`src/logic/iop_pkg.sv`:
```
package iop_pkg;

    // Byte addresses of the register words on the APB bus.
    localparam logic [7:0] IOP_WAKE_DATA_OFS = 8'h00;
    localparam logic [7:0] IOP_WAKE_CFG_OFS  = 8'h04;
    localparam logic [7:0] IOP_WAKE_PIN_OFS  = 8'h08;
    localparam logic [7:0] IOP_GEN_DATA_OFS  = 8'h0c;
    localparam logic [7:0] IOP_GEN_CFG_OFS   = 8'h10;
    localparam logic [7:0] IOP_GEN_PIN_OFS   = 8'h14;
    localparam logic [7:0] IOP_ANA_PIN_OFS   = 8'h18;
    localparam logic [7:0] IOP_OUT_DATA_OFS  = 8'h1c;
    localparam logic [7:0] IOP_CTRL_OFS      = 8'h20;
    localparam logic [7:0] IOP_STATUS_OFS    = 8'h24;
    localparam logic [7:0] IOP_MASK_OFS      = 8'h28;

    // Values after reset, and the fixed read value of the low wake pin bits.
    localparam logic [7:0] IOP_PORT_RST      = 8'h00;
    localparam logic [3:0] IOP_OUT_RST       = 4'hf;
    localparam logic [3:0] IOP_WAKE_LOW_READ = 4'hf;
    localparam logic [5:0] IOP_STATUS_RST    = 6'h00;

    // Field positions in the general port and control words.
    localparam int IOP_GEN_STOP_BIT  = 7;
    localparam int IOP_GEN_IDLE_BIT  = 6;
    localparam int IOP_GEN_FAULT_BIT = 1;
    localparam int IOP_GEN_SCK_BIT   = 5;
    localparam int IOP_GEN_SDO_BIT   = 4;
    localparam int IOP_CTRL_SEL_BIT  = 0;

    // Status layout: wake pin rises in 3:0, external irq, stop exit.
    localparam int IOP_ST_W          = 6;
    localparam int IOP_ST_EXTIRQ_BIT = 4;
    localparam int IOP_ST_RESTART_BIT = 5;

    // Bus answer phase of the slave.
    typedef enum logic [0:0] {
        IOP_BUS_WAIT = 1'b0,
        IOP_BUS_DONE = 1'b1
    } iop_bus_t;

endpackage

```
`src/logic/iop_pin_cell.sv`:
```
`timescale 1ns/1ps
`default_nettype none

module iop_pin_cell (
    input  wire logic pclk,
    input  wire logic presetn,
    input  wire logic cfg,
    input  wire logic dat,
    output var  logic pin_out,
    output var  logic pin_oe_n,
    output var  logic pin_pu
);

    // Registered decode of one configuration and data bit pair.
    always_ff @(posedge pclk or negedge presetn) begin
        if (!presetn) begin
            pin_out  <= 1'b0;
            pin_oe_n <= 1'b1;
            pin_pu   <= 1'b0;
        end else begin
            pin_out  <= cfg & dat; // RL1
            pin_oe_n <= ~cfg; // RL1
            pin_pu   <= ~cfg & dat; // RL1
        end
    end

    property p_decode;
        @(posedge pclk) disable iff (!presetn)
        presetn |=> (pin_oe_n == !$past(cfg))
              && (pin_pu == (!$past(cfg) && $past(dat)))
              && (pin_out == ($past(cfg) && $past(dat)));
    endproperty
    a_decode: assert property (p_decode) // RL1
        else $error("pin cell decode wrong");

endmodule

`default_nettype wire

```
`src/logic/iop_port_set.sv`:
```
// Contract
// RL1: Config and data bit pair gives hi-z, pull-up, drive low or drive high.
// RL2: Each two-way port has config, data and read-only pin words.
// RL3: Wake port pins offer wakeup detection or external interrupt use.
// RL4: Wake port lower four pin bits read ones; their flags stay usable.
// RL5: General port: bits 0,2-5 I/O, 6 input, 1 fault out, 7 oscillator.
// RL6: General port data bits 6 and 7 read back as zero.
// RL7: Writing one to general data bit 7 enters clock-stopping mode.
// RL8: Writing one to general data bit 6 enters idle mode.
// RL9: General config bit 6 selects the alternate serial clock phase.
// RL10: General config bit 7 with RC option enables restart delay.
// RL11: RC option: bit 7 is an input whose rise ends stopping mode.
// RL12: Crystal option: bit 7 drives the oscillator clock output only.
// RL13: General port pins carry serial, timer and interrupt alternates.
// RL14: Analog port is an eight-bit input-only port for analog block.
// RL15: Output-only port is all ones while reset is low.
// RL16: Reset clears wake and general data and config, pins hi-z.
// RL17: Select bit routes serial clock and data out onto bits 5, 4.
// RL18: Pin reads return clocked pin levels, not data register values.
//
// Decided for this implementation: the placing of the registers and register access over APB.
`timescale 1ns/1ps
`default_nettype none

module iop_port_set #(
    parameter int WAKE_W = 4,
    parameter int GEN_W  = 8,
    parameter int ANA_W  = 8,
    parameter int OUT_W  = 4
) (
    input  wire logic               pclk,
    input  wire logic               presetn,
    input  wire logic [7:0]         paddr,
    input  wire logic               psel,
    input  wire logic               penable,
    input  wire logic               pwrite,
    input  wire logic [31:0]        pwdata,
    output var  logic [31:0]        prdata,
    output var  logic               pready,
    output var  logic               pslverr,
    input  wire logic [WAKE_W-1:0]  wake_pin_in,
    output var  logic [WAKE_W-1:0]  wake_pin_out,
    output var  logic [WAKE_W-1:0]  wake_pin_oe_n,
    output var  logic [WAKE_W-1:0]  wake_pin_pu,
    input  wire logic [GEN_W-1:0]   gen_pin_in,
    output var  logic [GEN_W-1:0]   gen_pin_out,
    output var  logic [GEN_W-1:0]   gen_pin_oe_n,
    output var  logic [GEN_W-1:0]   gen_pin_pu,
    input  wire logic [ANA_W-1:0]   analog_pin_in,
    output var  logic [ANA_W-1:0]   analog_level,
    output var  logic [OUT_W-1:0]   out_port,
    input  wire logic               osc_rc_option,
    input  wire logic               osc_clock_in,
    input  wire logic               fault_monitor_in,
    input  wire logic               serial_clock_src,
    input  wire logic               serial_data_src,
    output var  logic               serial_data_in,
    output var  logic               serial_alt_phase,
    output var  logic               timer_io_pin,
    output var  logic               timer_capture_pin,
    output var  logic               ext_irq_in,
    output var  logic [WAKE_W-1:0]  multi_input_wakeup,
    output var  logic               stop_mode,
    output var  logic               idle_req,
    output var  logic               restart_delay_en,
    output var  logic               irq
);
    import iop_pkg::*;

    logic [7:0]          wake_data_reg;
    logic [7:0]          wake_cfg_reg;
    logic [5:0]          gen_data_reg;
    logic [7:0]          gen_cfg_reg;
    logic [OUT_W-1:0]    out_reg;
    logic                ctrl_sel_reg;
    logic [IOP_ST_W-1:0] status_reg;
    logic [IOP_ST_W-1:0] status_next;
    logic [IOP_ST_W-1:0] mask_reg;
    logic [WAKE_W-1:0]   wake_s_reg;
    logic [WAKE_W-1:0]   wake_d_reg;
    logic [GEN_W-1:0]    gen_s_reg;
    logic [GEN_W-1:0]    gen_d_reg;
    logic [ANA_W-1:0]    ana_s_reg;
    iop_bus_t            bus_reg;
    logic [31:0]         rd_data;
    logic                rd_ok;
    logic                acc;
    logic                wr_en;
    logic                rd_done;
    logic [WAKE_W-1:0]   wake_rise;
    logic                extirq_rise;
    logic                restart_rise;
    logic [GEN_W-1:0]    gen_cfg_eff;
    logic [GEN_W-1:0]    gen_dat_eff;

    // Access phase, completing write and completing read.
    assign acc     = psel & penable;
    assign wr_en   = acc & (bus_reg == IOP_BUS_DONE) & pwrite;
    assign rd_done = acc & (bus_reg == IOP_BUS_DONE) & ~pwrite;

    // Pins are sampled once on the clock and kept one more for edges.
    always_ff @(posedge pclk or negedge presetn) begin
        if (!presetn) begin
            wake_s_reg <= '0;
            wake_d_reg <= '0;
            gen_s_reg  <= '0;
            gen_d_reg  <= '0;
            ana_s_reg  <= '0;
        end else begin
            wake_s_reg <= wake_pin_in; // RL18
            wake_d_reg <= wake_s_reg;
            gen_s_reg  <= gen_pin_in; // RL18
            gen_d_reg  <= gen_s_reg;
            ana_s_reg  <= analog_pin_in; // RL14
        end
    end

    // Rising edges that become wake, interrupt and restart events.
    assign wake_rise    = wake_s_reg & ~wake_d_reg; // RL3
    assign extirq_rise  = gen_s_reg[0] & ~gen_d_reg[0]; // RL13
    assign restart_rise = osc_rc_option & gen_s_reg[IOP_GEN_STOP_BIT]
                        & ~gen_d_reg[IOP_GEN_STOP_BIT]; // RL11

    // Wake port registers; the low nibble serves as software flags.
    always_ff @(posedge pclk or negedge presetn) begin
        if (!presetn) begin
            wake_data_reg <= IOP_PORT_RST; // RL16
            wake_cfg_reg  <= IOP_PORT_RST; // RL16
        end else if (wr_en && paddr == IOP_WAKE_DATA_OFS) begin
            wake_data_reg <= pwdata[7:0]; // RL4
        end else if (wr_en && paddr == IOP_WAKE_CFG_OFS) begin
            wake_cfg_reg  <= pwdata[7:0]; // RL2
        end
    end

    // General port data for the I/O bits and its configuration word.
    always_ff @(posedge pclk or negedge presetn) begin
        if (!presetn) begin
            gen_data_reg <= IOP_PORT_RST[5:0]; // RL16
            gen_cfg_reg  <= IOP_PORT_RST; // RL16
        end else if (wr_en && paddr == IOP_GEN_DATA_OFS) begin
            gen_data_reg <= pwdata[5:0]; // RL2
        end else if (wr_en && paddr == IOP_GEN_CFG_OFS) begin
            gen_cfg_reg  <= pwdata[7:0]; // RL2
        end
    end

    // Output-only port, forced high by reset, and the select bit.
    always_ff @(posedge pclk or negedge presetn) begin
        if (!presetn) begin
            out_reg      <= IOP_OUT_RST; // RL15
            ctrl_sel_reg <= 1'b0;
        end else if (wr_en && paddr == IOP_OUT_DATA_OFS) begin
            out_reg      <= pwdata[OUT_W-1:0];
        end else if (wr_en && paddr == IOP_CTRL_OFS) begin
            ctrl_sel_reg <= pwdata[IOP_CTRL_SEL_BIT];
        end
    end

    // Stop mode holds until a restart edge; idle is a one-cycle request.
    always_ff @(posedge pclk or negedge presetn) begin
        if (!presetn) begin
            stop_mode <= 1'b0;
            idle_req  <= 1'b0;
        end else begin
            if (wr_en && paddr == IOP_GEN_DATA_OFS
                && pwdata[IOP_GEN_STOP_BIT]) begin
                stop_mode <= 1'b1; // RL7
            end else if (restart_rise) begin
                stop_mode <= 1'b0; // RL11
            end
            idle_req <= wr_en && paddr == IOP_GEN_DATA_OFS
                        && pwdata[IOP_GEN_IDLE_BIT]; // RL8
        end
    end

    // Sticky events; a read clears what it returned and a new event wins.
    always_comb begin
        status_next = status_reg;
        if (rd_done && paddr == IOP_STATUS_OFS) begin
            status_next = status_reg & ~prdata[IOP_ST_W-1:0];
        end
        status_next = status_next | {restart_rise, extirq_rise, wake_rise};
    end

    // Status, mask and the interrupt level.
    always_ff @(posedge pclk or negedge presetn) begin
        if (!presetn) begin
            status_reg <= IOP_STATUS_RST;
            mask_reg   <= IOP_STATUS_RST;
            irq        <= 1'b0;
        end else begin
            status_reg <= status_next;
            if (wr_en && paddr == IOP_MASK_OFS) begin
                mask_reg <= pwdata[IOP_ST_W-1:0];
            end
            irq <= |(status_reg & mask_reg);
        end
    end

    // Read word for the addressed register.
    always_comb begin
        rd_data = 32'h0000_0000;
        rd_ok   = 1'b1;
        if (paddr == IOP_WAKE_DATA_OFS) begin
            rd_data[7:0] = wake_data_reg;
        end else if (paddr == IOP_WAKE_CFG_OFS) begin
            rd_data[7:0] = wake_cfg_reg;
        end else if (paddr == IOP_WAKE_PIN_OFS) begin
            rd_data[7:0] = {wake_s_reg, IOP_WAKE_LOW_READ}; // RL4
        end else if (paddr == IOP_GEN_DATA_OFS) begin
            rd_data[7:0] = {2'b00, gen_data_reg}; // RL6
        end else if (paddr == IOP_GEN_CFG_OFS) begin
            rd_data[7:0] = gen_cfg_reg;
        end else if (paddr == IOP_GEN_PIN_OFS) begin
            rd_data[7:0] = gen_s_reg; // RL18
        end else if (paddr == IOP_ANA_PIN_OFS) begin
            rd_data[7:0] = ana_s_reg; // RL14
        end else if (paddr == IOP_OUT_DATA_OFS) begin
            rd_data[OUT_W-1:0] = out_reg;
        end else if (paddr == IOP_CTRL_OFS) begin
            rd_data[IOP_CTRL_SEL_BIT] = ctrl_sel_reg;
        end else if (paddr == IOP_STATUS_OFS) begin
            rd_data[IOP_ST_W-1:0] = status_reg;
        end else if (paddr == IOP_MASK_OFS) begin
            rd_data[IOP_ST_W-1:0] = mask_reg;
        end else begin
            rd_ok = 1'b0;
        end
    end

    // One wait cycle per access; data and error are loaded with ready.
    always_ff @(posedge pclk or negedge presetn) begin
        if (!presetn) begin
            bus_reg <= IOP_BUS_WAIT;
            pready  <= 1'b0;
            prdata  <= 32'h0000_0000;
            pslverr <= 1'b0;
        end else if (acc && bus_reg == IOP_BUS_WAIT) begin
            bus_reg <= IOP_BUS_DONE;
            pready  <= 1'b1;
            prdata  <= pwrite ? 32'h0000_0000 : rd_data;
            pslverr <= ~rd_ok;
        end else begin
            bus_reg <= IOP_BUS_WAIT;
            pready  <= 1'b0;
            pslverr <= 1'b0;
        end
    end

    // Effective pin controls of the general port per bit role.
    always_comb begin
        gen_cfg_eff = gen_cfg_reg; // RL5
        gen_dat_eff = {2'b00, gen_data_reg};
        gen_cfg_eff[IOP_GEN_FAULT_BIT] = fault_monitor_in; // RL5
        gen_dat_eff[IOP_GEN_FAULT_BIT] = 1'b0;
        gen_cfg_eff[IOP_GEN_IDLE_BIT]  = 1'b0; // RL5
        gen_dat_eff[IOP_GEN_IDLE_BIT]  = 1'b0;
        gen_cfg_eff[IOP_GEN_STOP_BIT]  = ~osc_rc_option; // RL12
        gen_dat_eff[IOP_GEN_STOP_BIT]  = ~osc_rc_option & osc_clock_in;
        if (ctrl_sel_reg) begin
            gen_dat_eff[IOP_GEN_SCK_BIT] = serial_clock_src; // RL17
            gen_dat_eff[IOP_GEN_SDO_BIT] = serial_data_src; // RL17
        end
    end

    // One pin cell per wake bit, driven from the upper nibble.
    for (genvar i = 0; i < WAKE_W; i++) begin : g_wake
        iop_pin_cell u_cell (
            .pclk     (pclk),
            .presetn  (presetn),
            .cfg      (wake_cfg_reg[i+4]),
            .dat      (wake_data_reg[i+4]),
            .pin_out  (wake_pin_out[i]),
            .pin_oe_n (wake_pin_oe_n[i]),
            .pin_pu   (wake_pin_pu[i])
        );
    end

    // One pin cell per general port bit.
    for (genvar i = 0; i < GEN_W; i++) begin : g_gen
        iop_pin_cell u_cell (
            .pclk     (pclk),
            .presetn  (presetn),
            .cfg      (gen_cfg_eff[i]),
            .dat      (gen_dat_eff[i]),
            .pin_out  (gen_pin_out[i]),
            .pin_oe_n (gen_pin_oe_n[i]),
            .pin_pu   (gen_pin_pu[i])
        );
    end

    // Registered alternate functions and mode levels.
    always_ff @(posedge pclk or negedge presetn) begin
        if (!presetn) begin
            analog_level       <= '0;
            out_port           <= IOP_OUT_RST; // RL15
            serial_data_in     <= 1'b0;
            serial_alt_phase   <= 1'b0;
            timer_io_pin       <= 1'b0;
            timer_capture_pin  <= 1'b0;
            ext_irq_in         <= 1'b0;
            multi_input_wakeup <= '0;
            restart_delay_en   <= 1'b0;
        end else begin
            analog_level       <= ana_s_reg; // RL14
            out_port           <= out_reg;
            serial_data_in     <= gen_s_reg[IOP_GEN_IDLE_BIT]; // RL13
            serial_alt_phase   <= gen_cfg_reg[IOP_GEN_IDLE_BIT]; // RL9
            timer_io_pin       <= gen_s_reg[3]; // RL13
            timer_capture_pin  <= gen_s_reg[2]; // RL13
            ext_irq_in         <= gen_s_reg[0]; // RL13
            multi_input_wakeup <= wake_rise; // RL3
            restart_delay_en   <= gen_cfg_reg[IOP_GEN_STOP_BIT]
                                  & osc_rc_option; // RL10
        end
    end

    property p_wake_low_ones;
        @(posedge pclk) disable iff (!presetn)
        (acc && pready && !pwrite && paddr == IOP_WAKE_PIN_OFS)
            |-> prdata[3:0] == 4'hf;
    endproperty
    a_wake_low_ones: assert property (p_wake_low_ones) // RL4
        else $error("wake pin low nibble not ones");

    property p_gen_hi_zero;
        @(posedge pclk) disable iff (!presetn)
        (acc && pready && !pwrite && paddr == IOP_GEN_DATA_OFS)
            |-> prdata[7:6] == 2'b00;
    endproperty
    a_gen_hi_zero: assert property (p_gen_hi_zero) // RL6
        else $error("general data bits 7:6 not zero");

    property p_stop_enter;
        @(posedge pclk) disable iff (!presetn)
        (wr_en && paddr == IOP_GEN_DATA_OFS && pwdata[7])
            |=> stop_mode [*2];
    endproperty
    a_stop_enter: assert property (p_stop_enter) // RL7
        else $error("stop mode not entered");

    property p_idle_pulse;
        @(posedge pclk) disable iff (!presetn)
        (wr_en && paddr == IOP_GEN_DATA_OFS && pwdata[6])
            ##1 !wr_en |-> idle_req ##1 !idle_req;
    endproperty
    a_idle_pulse: assert property (p_idle_pulse) // RL8
        else $error("idle request not a single pulse");

    property p_alt_phase;
        @(posedge pclk) disable iff (!presetn)
        (wr_en && paddr == IOP_GEN_CFG_OFS)
            |=> ##1 serial_alt_phase == $past(pwdata[6], 2);
    endproperty
    a_alt_phase: assert property (p_alt_phase) // RL9
        else $error("serial phase not following config bit 6");

    property p_restart_delay;
        @(posedge pclk) disable iff (!presetn)
        (!osc_rc_option && $past(!osc_rc_option)) |-> !restart_delay_en;
    endproperty
    a_restart_delay: assert property (p_restart_delay) // RL10
        else $error("restart delay set without RC option");

    property p_stop_exit;
        @(posedge pclk) disable iff (!presetn)
        (stop_mode && restart_rise && !wr_en) |=> !stop_mode;
    endproperty
    a_stop_exit: assert property (p_stop_exit) // RL11
        else $error("stop mode not left on restart edge");

    property p_xtal_drive;
        @(posedge pclk) disable iff (!presetn)
        (presetn && !osc_rc_option) |=> !gen_pin_oe_n[7] && !gen_pin_pu[7];
    endproperty
    a_xtal_drive: assert property (p_xtal_drive) // RL12
        else $error("oscillator bit not driven in crystal mode");

    property p_pin_read;
        @(posedge pclk) disable iff (!presetn)
        (acc && !pready && !pwrite && paddr == IOP_GEN_PIN_OFS)
            |=> prdata[7:0] == $past(gen_s_reg);
    endproperty
    a_pin_read: assert property (p_pin_read) // RL18
        else $error("pin read not the sampled level");

    property p_sel_route;
        @(posedge pclk) disable iff (!presetn)
        (ctrl_sel_reg && gen_cfg_reg[5]) |=> gen_pin_out[5]
            == $past(serial_clock_src);
    endproperty
    a_sel_route: assert property (p_sel_route) // RL17
        else $error("serial clock not routed to bit 5");

endmodule

`default_nettype wire

```
`config.mk`:
```
export PLATFORM = sky130hd
export DESIGN_NAME = iop_port_set
export DESIGN_NICKNAME = d
export VERILOG_FILES = /design/src/logic/iop_pkg.sv /design/src/logic/iop_pin_cell.sv /design/src/logic/iop_port_set.sv
export SDC_FILE = /design/constraint.sdc
export NUM_CORES = 1
export LEC_CHECK = 0
export BUFFER_PORTS_ARGS = -buffer_cell sky130_fd_sc_hd__buf_4
export CAP_MARGIN = 20
export CELL_PAD_IN_SITES_DETAIL_PLACEMENT = 1
export CELL_PAD_IN_SITES_GLOBAL_PLACEMENT = 1
export CORE_MARGIN = 1
export CORE_UTILIZATION = 35
export DETAILED_ROUTE_END_ITERATION = 12
export PLACE_DENSITY = 0.82
export SETUP_SLACK_MARGIN = 0.15
export SLEW_MARGIN = 5
export SYNTH_ARGS = -nofsm -noshare
export SYNTH_HDL_FRONTEND = slang
export SYNTH_SLANG_ARGS = --single-unit
```
`constraint.sdc`:
```
create_clock -name pclk -period 2.03 [get_ports pclk]
set_input_delay 0.3045 -clock pclk [delete_from_list [all_inputs] [get_ports pclk]]
set_output_delay 0.3045 -clock pclk [all_outputs]
set_load 0.1 [all_outputs]
```
==> results.toml <==
[timing]
drv_slew = 0
skew_ns = 0.00796
final.period_utilization_pct = 83.7
rsz0062_at_grt = "false"
min_period_ns = 1.70
max_freq_mhz = 589
hold_viol_final = 0
finalSetupViolCount = 0

[grt]
antenna_found_initial = 0
grt_usage_pct = 20.9
grt_pass1_vias = 4558
grt_first_pass_wirelength_um = 25700
grt_max_degree = 50
gr-total-overflow = 0

[critical_path]
reg2reg_depth = 5
cp-start-kind = "flip-flop"
reg2reg_slack_ns = 0.33
worstPathArrival_ns = 1.98
cp.required_ns = 2.31
r2r_start = "bus_reg"
cp_max_fo = 12
path_class = "flip-flop to flip-flop"
reg2reg_to = "prdata[1]"
end_kind = "flip-flop"

[clocking]
cts-resized-gates = 0
cts_buffers = 17
root_buffer = "clkbuf_16"
cts_sinks = 138
insertion_delay_ns = 0.42
cts_tree = "yes"
path_clk_slew_ns = 0.06
cts.path.max_buffers = 2
cts-htree-levels = 4

[floorplan]
core_um2 = 16100
die_h_um = 131
dieArea_um2 = 17200
io_pins = 165
rows = 46
start_util_pct = 36.3
fp.dieW_um = 131

[drt]
wl_um = 16700
wl_per_cell_um = 19.1
first_iter_violations = 244
vias_per_cell = 4.89
vias = 4257
detail_route.drc_violations = 0
ant_nets = 0
drtPass1Iterations = 4

[finish]
diodes = 0
multi_input_area_um2 = 1840
drive_gt1_share_pct = 36.1
synthToLayoutAreaGrowth_pct = 32.7
seqCellArea_um2 = 3480
fillers = 1705
fin_util_pct = 48.2
fin_nets = 711

[logic_synthesis]
synth_edf_count = 0
synthCells = 503
synthArstFlopShare_pct = 100
synthXorXnorAreaFrac_pct = 0
synth_ff_type = "dfrtp_1"
ys_seq_area_share_pct = 59.7
yosys_warnings = 0
synth_fa_ha_area_share_pct = 0
synth_top_family_by_area = "simple AND/OR/NAND/NOR gates"
synth_seq_cells = 138
yosysUniqueCellTypes = 47
synth_compound_area_share_pct = 10.8
synth-simple-area-share_pct = 11.2
synth.area.mux_share_pct = 7.43
avgSynthCellArea_um2 = 11.6
netlist_area_um2 = 5830

[run]
max_cap_viol_count = 0

[worst_hold_path]
hold_path.class = "input port to flip-flop"
whs_endpoint = "g_gen[7].u_cell.pin_out"
holdPathStages = 2
hold_start = "osc_clock_in"

[placed_design]
portBuffers = 111
dpl.hpwl_um = 12300
place_congestion = 0.899

[power_and_ir_drop]
leakagePower_uw = 0.00369
power_uw = 7420
vdd_ir_drop_max_mv = 0.594
power.density_nw_per_um2 = 959

[run_status]
run_status = "completed"
## cell usage in the layout, fill, tap and decap left out, types with 6 or more instances in the layout
master | Yosys | layout
buf_4 | 60 | 140
dfrtp_1 | 119 | 118
nand2_1 | 41 | 41
o21ai_0 | 31 | 31
a21oi_1 | 30 | 30
conb_1 | 2 | 30
mux2_2 | 26 | 25
dlygate4sd3_1 | 0 | 23
inv_1 | 22 | 22
nor2_1 | 19 | 19
dfstp_2 | 19 | 19
clkbuf_16 | 0 | 17
nor2b_1 | 15 | 15
nand3_1 | 12 | 12
and2_1 | 10 | 10
mux2_4 | 6 | 7
o22ai_1 | 7 | 7
bufinv_16 | 0 | 7
a22oi_1 | 6 | 6
a221oi_1 | 6 | 6
## layout make-up
class	count	area share (%)
clock inverters	12	3.15
clock buffers	20	5.90
repair buffers	167	17.6
flip-flops and latches	138	45.0
multi-input cells	295	23.8
well taps	216	3.49
inverters	22	1.07
## timing repair
item                                   4_1_cts  5_1_grt
setup buffers                                0        0
hold buffers                                23        0
endpoints found under the hold margin       37        0
## worst max-delay path: stages (launching register included)
cell,delay (ns)
dfrtp_4,0.44
or2_2,0.29
inv_1,0.14
and3_1,0.19
a221oi_1,0.32
o21ai_0,0.17
## Yosys cell counts (2+ instances only)
| cell type | number | share of area (%) |
|---|---|---|
| clkbuf_1 | 8 | 0.52 |
| dfstp_2 | 19 | 8.6 |
| nor2b_1 | 15 | 1.6 |
| nand2b_1 | 2 | 0.21 |
| a222oi_1 | 2 | 0.34 |
| a221oi_1 | 6 | 0.90 |
| and2_1 | 10 | 1.1 |
| nor3_1 | 6 | 0.52 |
| buf_6 | 2 | 0.39 |
| a22oi_1 | 6 | 0.77 |
| buf_4 | 60 | 7.7 |
| nor3_4 | 3 | 0.84 |
| mux2i_1 | 5 | 0.86 |
| conb_1 | 2 | 0.13 |
| dfrtp_1 | 119 | 51 |
| inv_1 | 22 | 1.4 |
| o32ai_1 | 2 | 0.30 |
| nor3_2 | 2 | 0.34 |
| nand4_1 | 2 | 0.21 |
| mux2_4 | 6 | 1.5 |
| a21o_1 | 4 | 0.52 |
| and3_1 | 4 | 0.43 |
| o21ai_0 | 31 | 2.7 |
| mux2_2 | 26 | 5.0 |
| a31oi_1 | 4 | 0.43 |
| o221ai_1 | 2 | 0.30 |
| buf_2 | 5 | 0.43 |
| o2bb2ai_1 | 4 | 0.60 |
| o22ai_1 | 7 | 0.75 |
| a21oi_1 | 30 | 2.6 |
| nor2_1 | 19 | 1.2 |
| nand2_1 | 41 | 2.6 |
| or3_1 | 2 | 0.21 |
| nand3_1 | 12 | 1.0 |
## cell families after synthesis
group                  Yosys count
DFF                            138
muxes                           37
buffers and inverters           98
AOI/OAI and AO/OA              103
and+or+nand+nor                125
other                            2
## per-layer routing
metal | share of wire, % | up-vias | wire length (µm) | GRT usage (%)
li1 | - | 1919 | - | -
met1 | 43 | 2165 | 7120 | 26.1
met2 | 50 | 148 | 8260 | 35.5
met3 | 5.5 | 25 | 918 | 4.44
met4 | 2.1 | 0 | 357 | 8.25
met5 | 0 | - | 0 | 0
## report_power, final
part           switching (µW)  internal (µW)  total (µW)
sequential               38.4           2820        2860
clock                    1170           2490        3660
combinational             702            201         903
## stage by stage
step                      cells  instance area [µm²]  hold slack [ns]  worst slack [ns]  TNS, ns
after floorplan             531                 5950          0.00891           0.00662        0
after global placement      815                 6810            0.186          -0.00711  -0.0177
after detailed placement    815                 6810            0.190           -0.0210  -0.0484
final                       870                 7740            0.136             0.331        0
after global routing        870                 7740            0.125             0.257        0
after CTS                   870                 7740            0.129             0.380        0
## how the worst max path moves through the flow
stage	from	end	slack, ns	depth (start not counted)
2_1_floorplan	bus_reg	gen_data_reg[0]	0.007	4
3_3_place_gp	paddr[5]	gen_cfg_reg[6]	-0.007	4
3_5_place_dp	paddr[5]	prdata[3]	-0.02	6
4_1_cts	bus_reg	prdata[1]	0.38	3
5_1_grt	bus_reg	prdata[1]	0.26	5
6_report	bus_reg	prdata[1]	0.33	5
No activity file was read; power rests on OpenSTA's default activity.
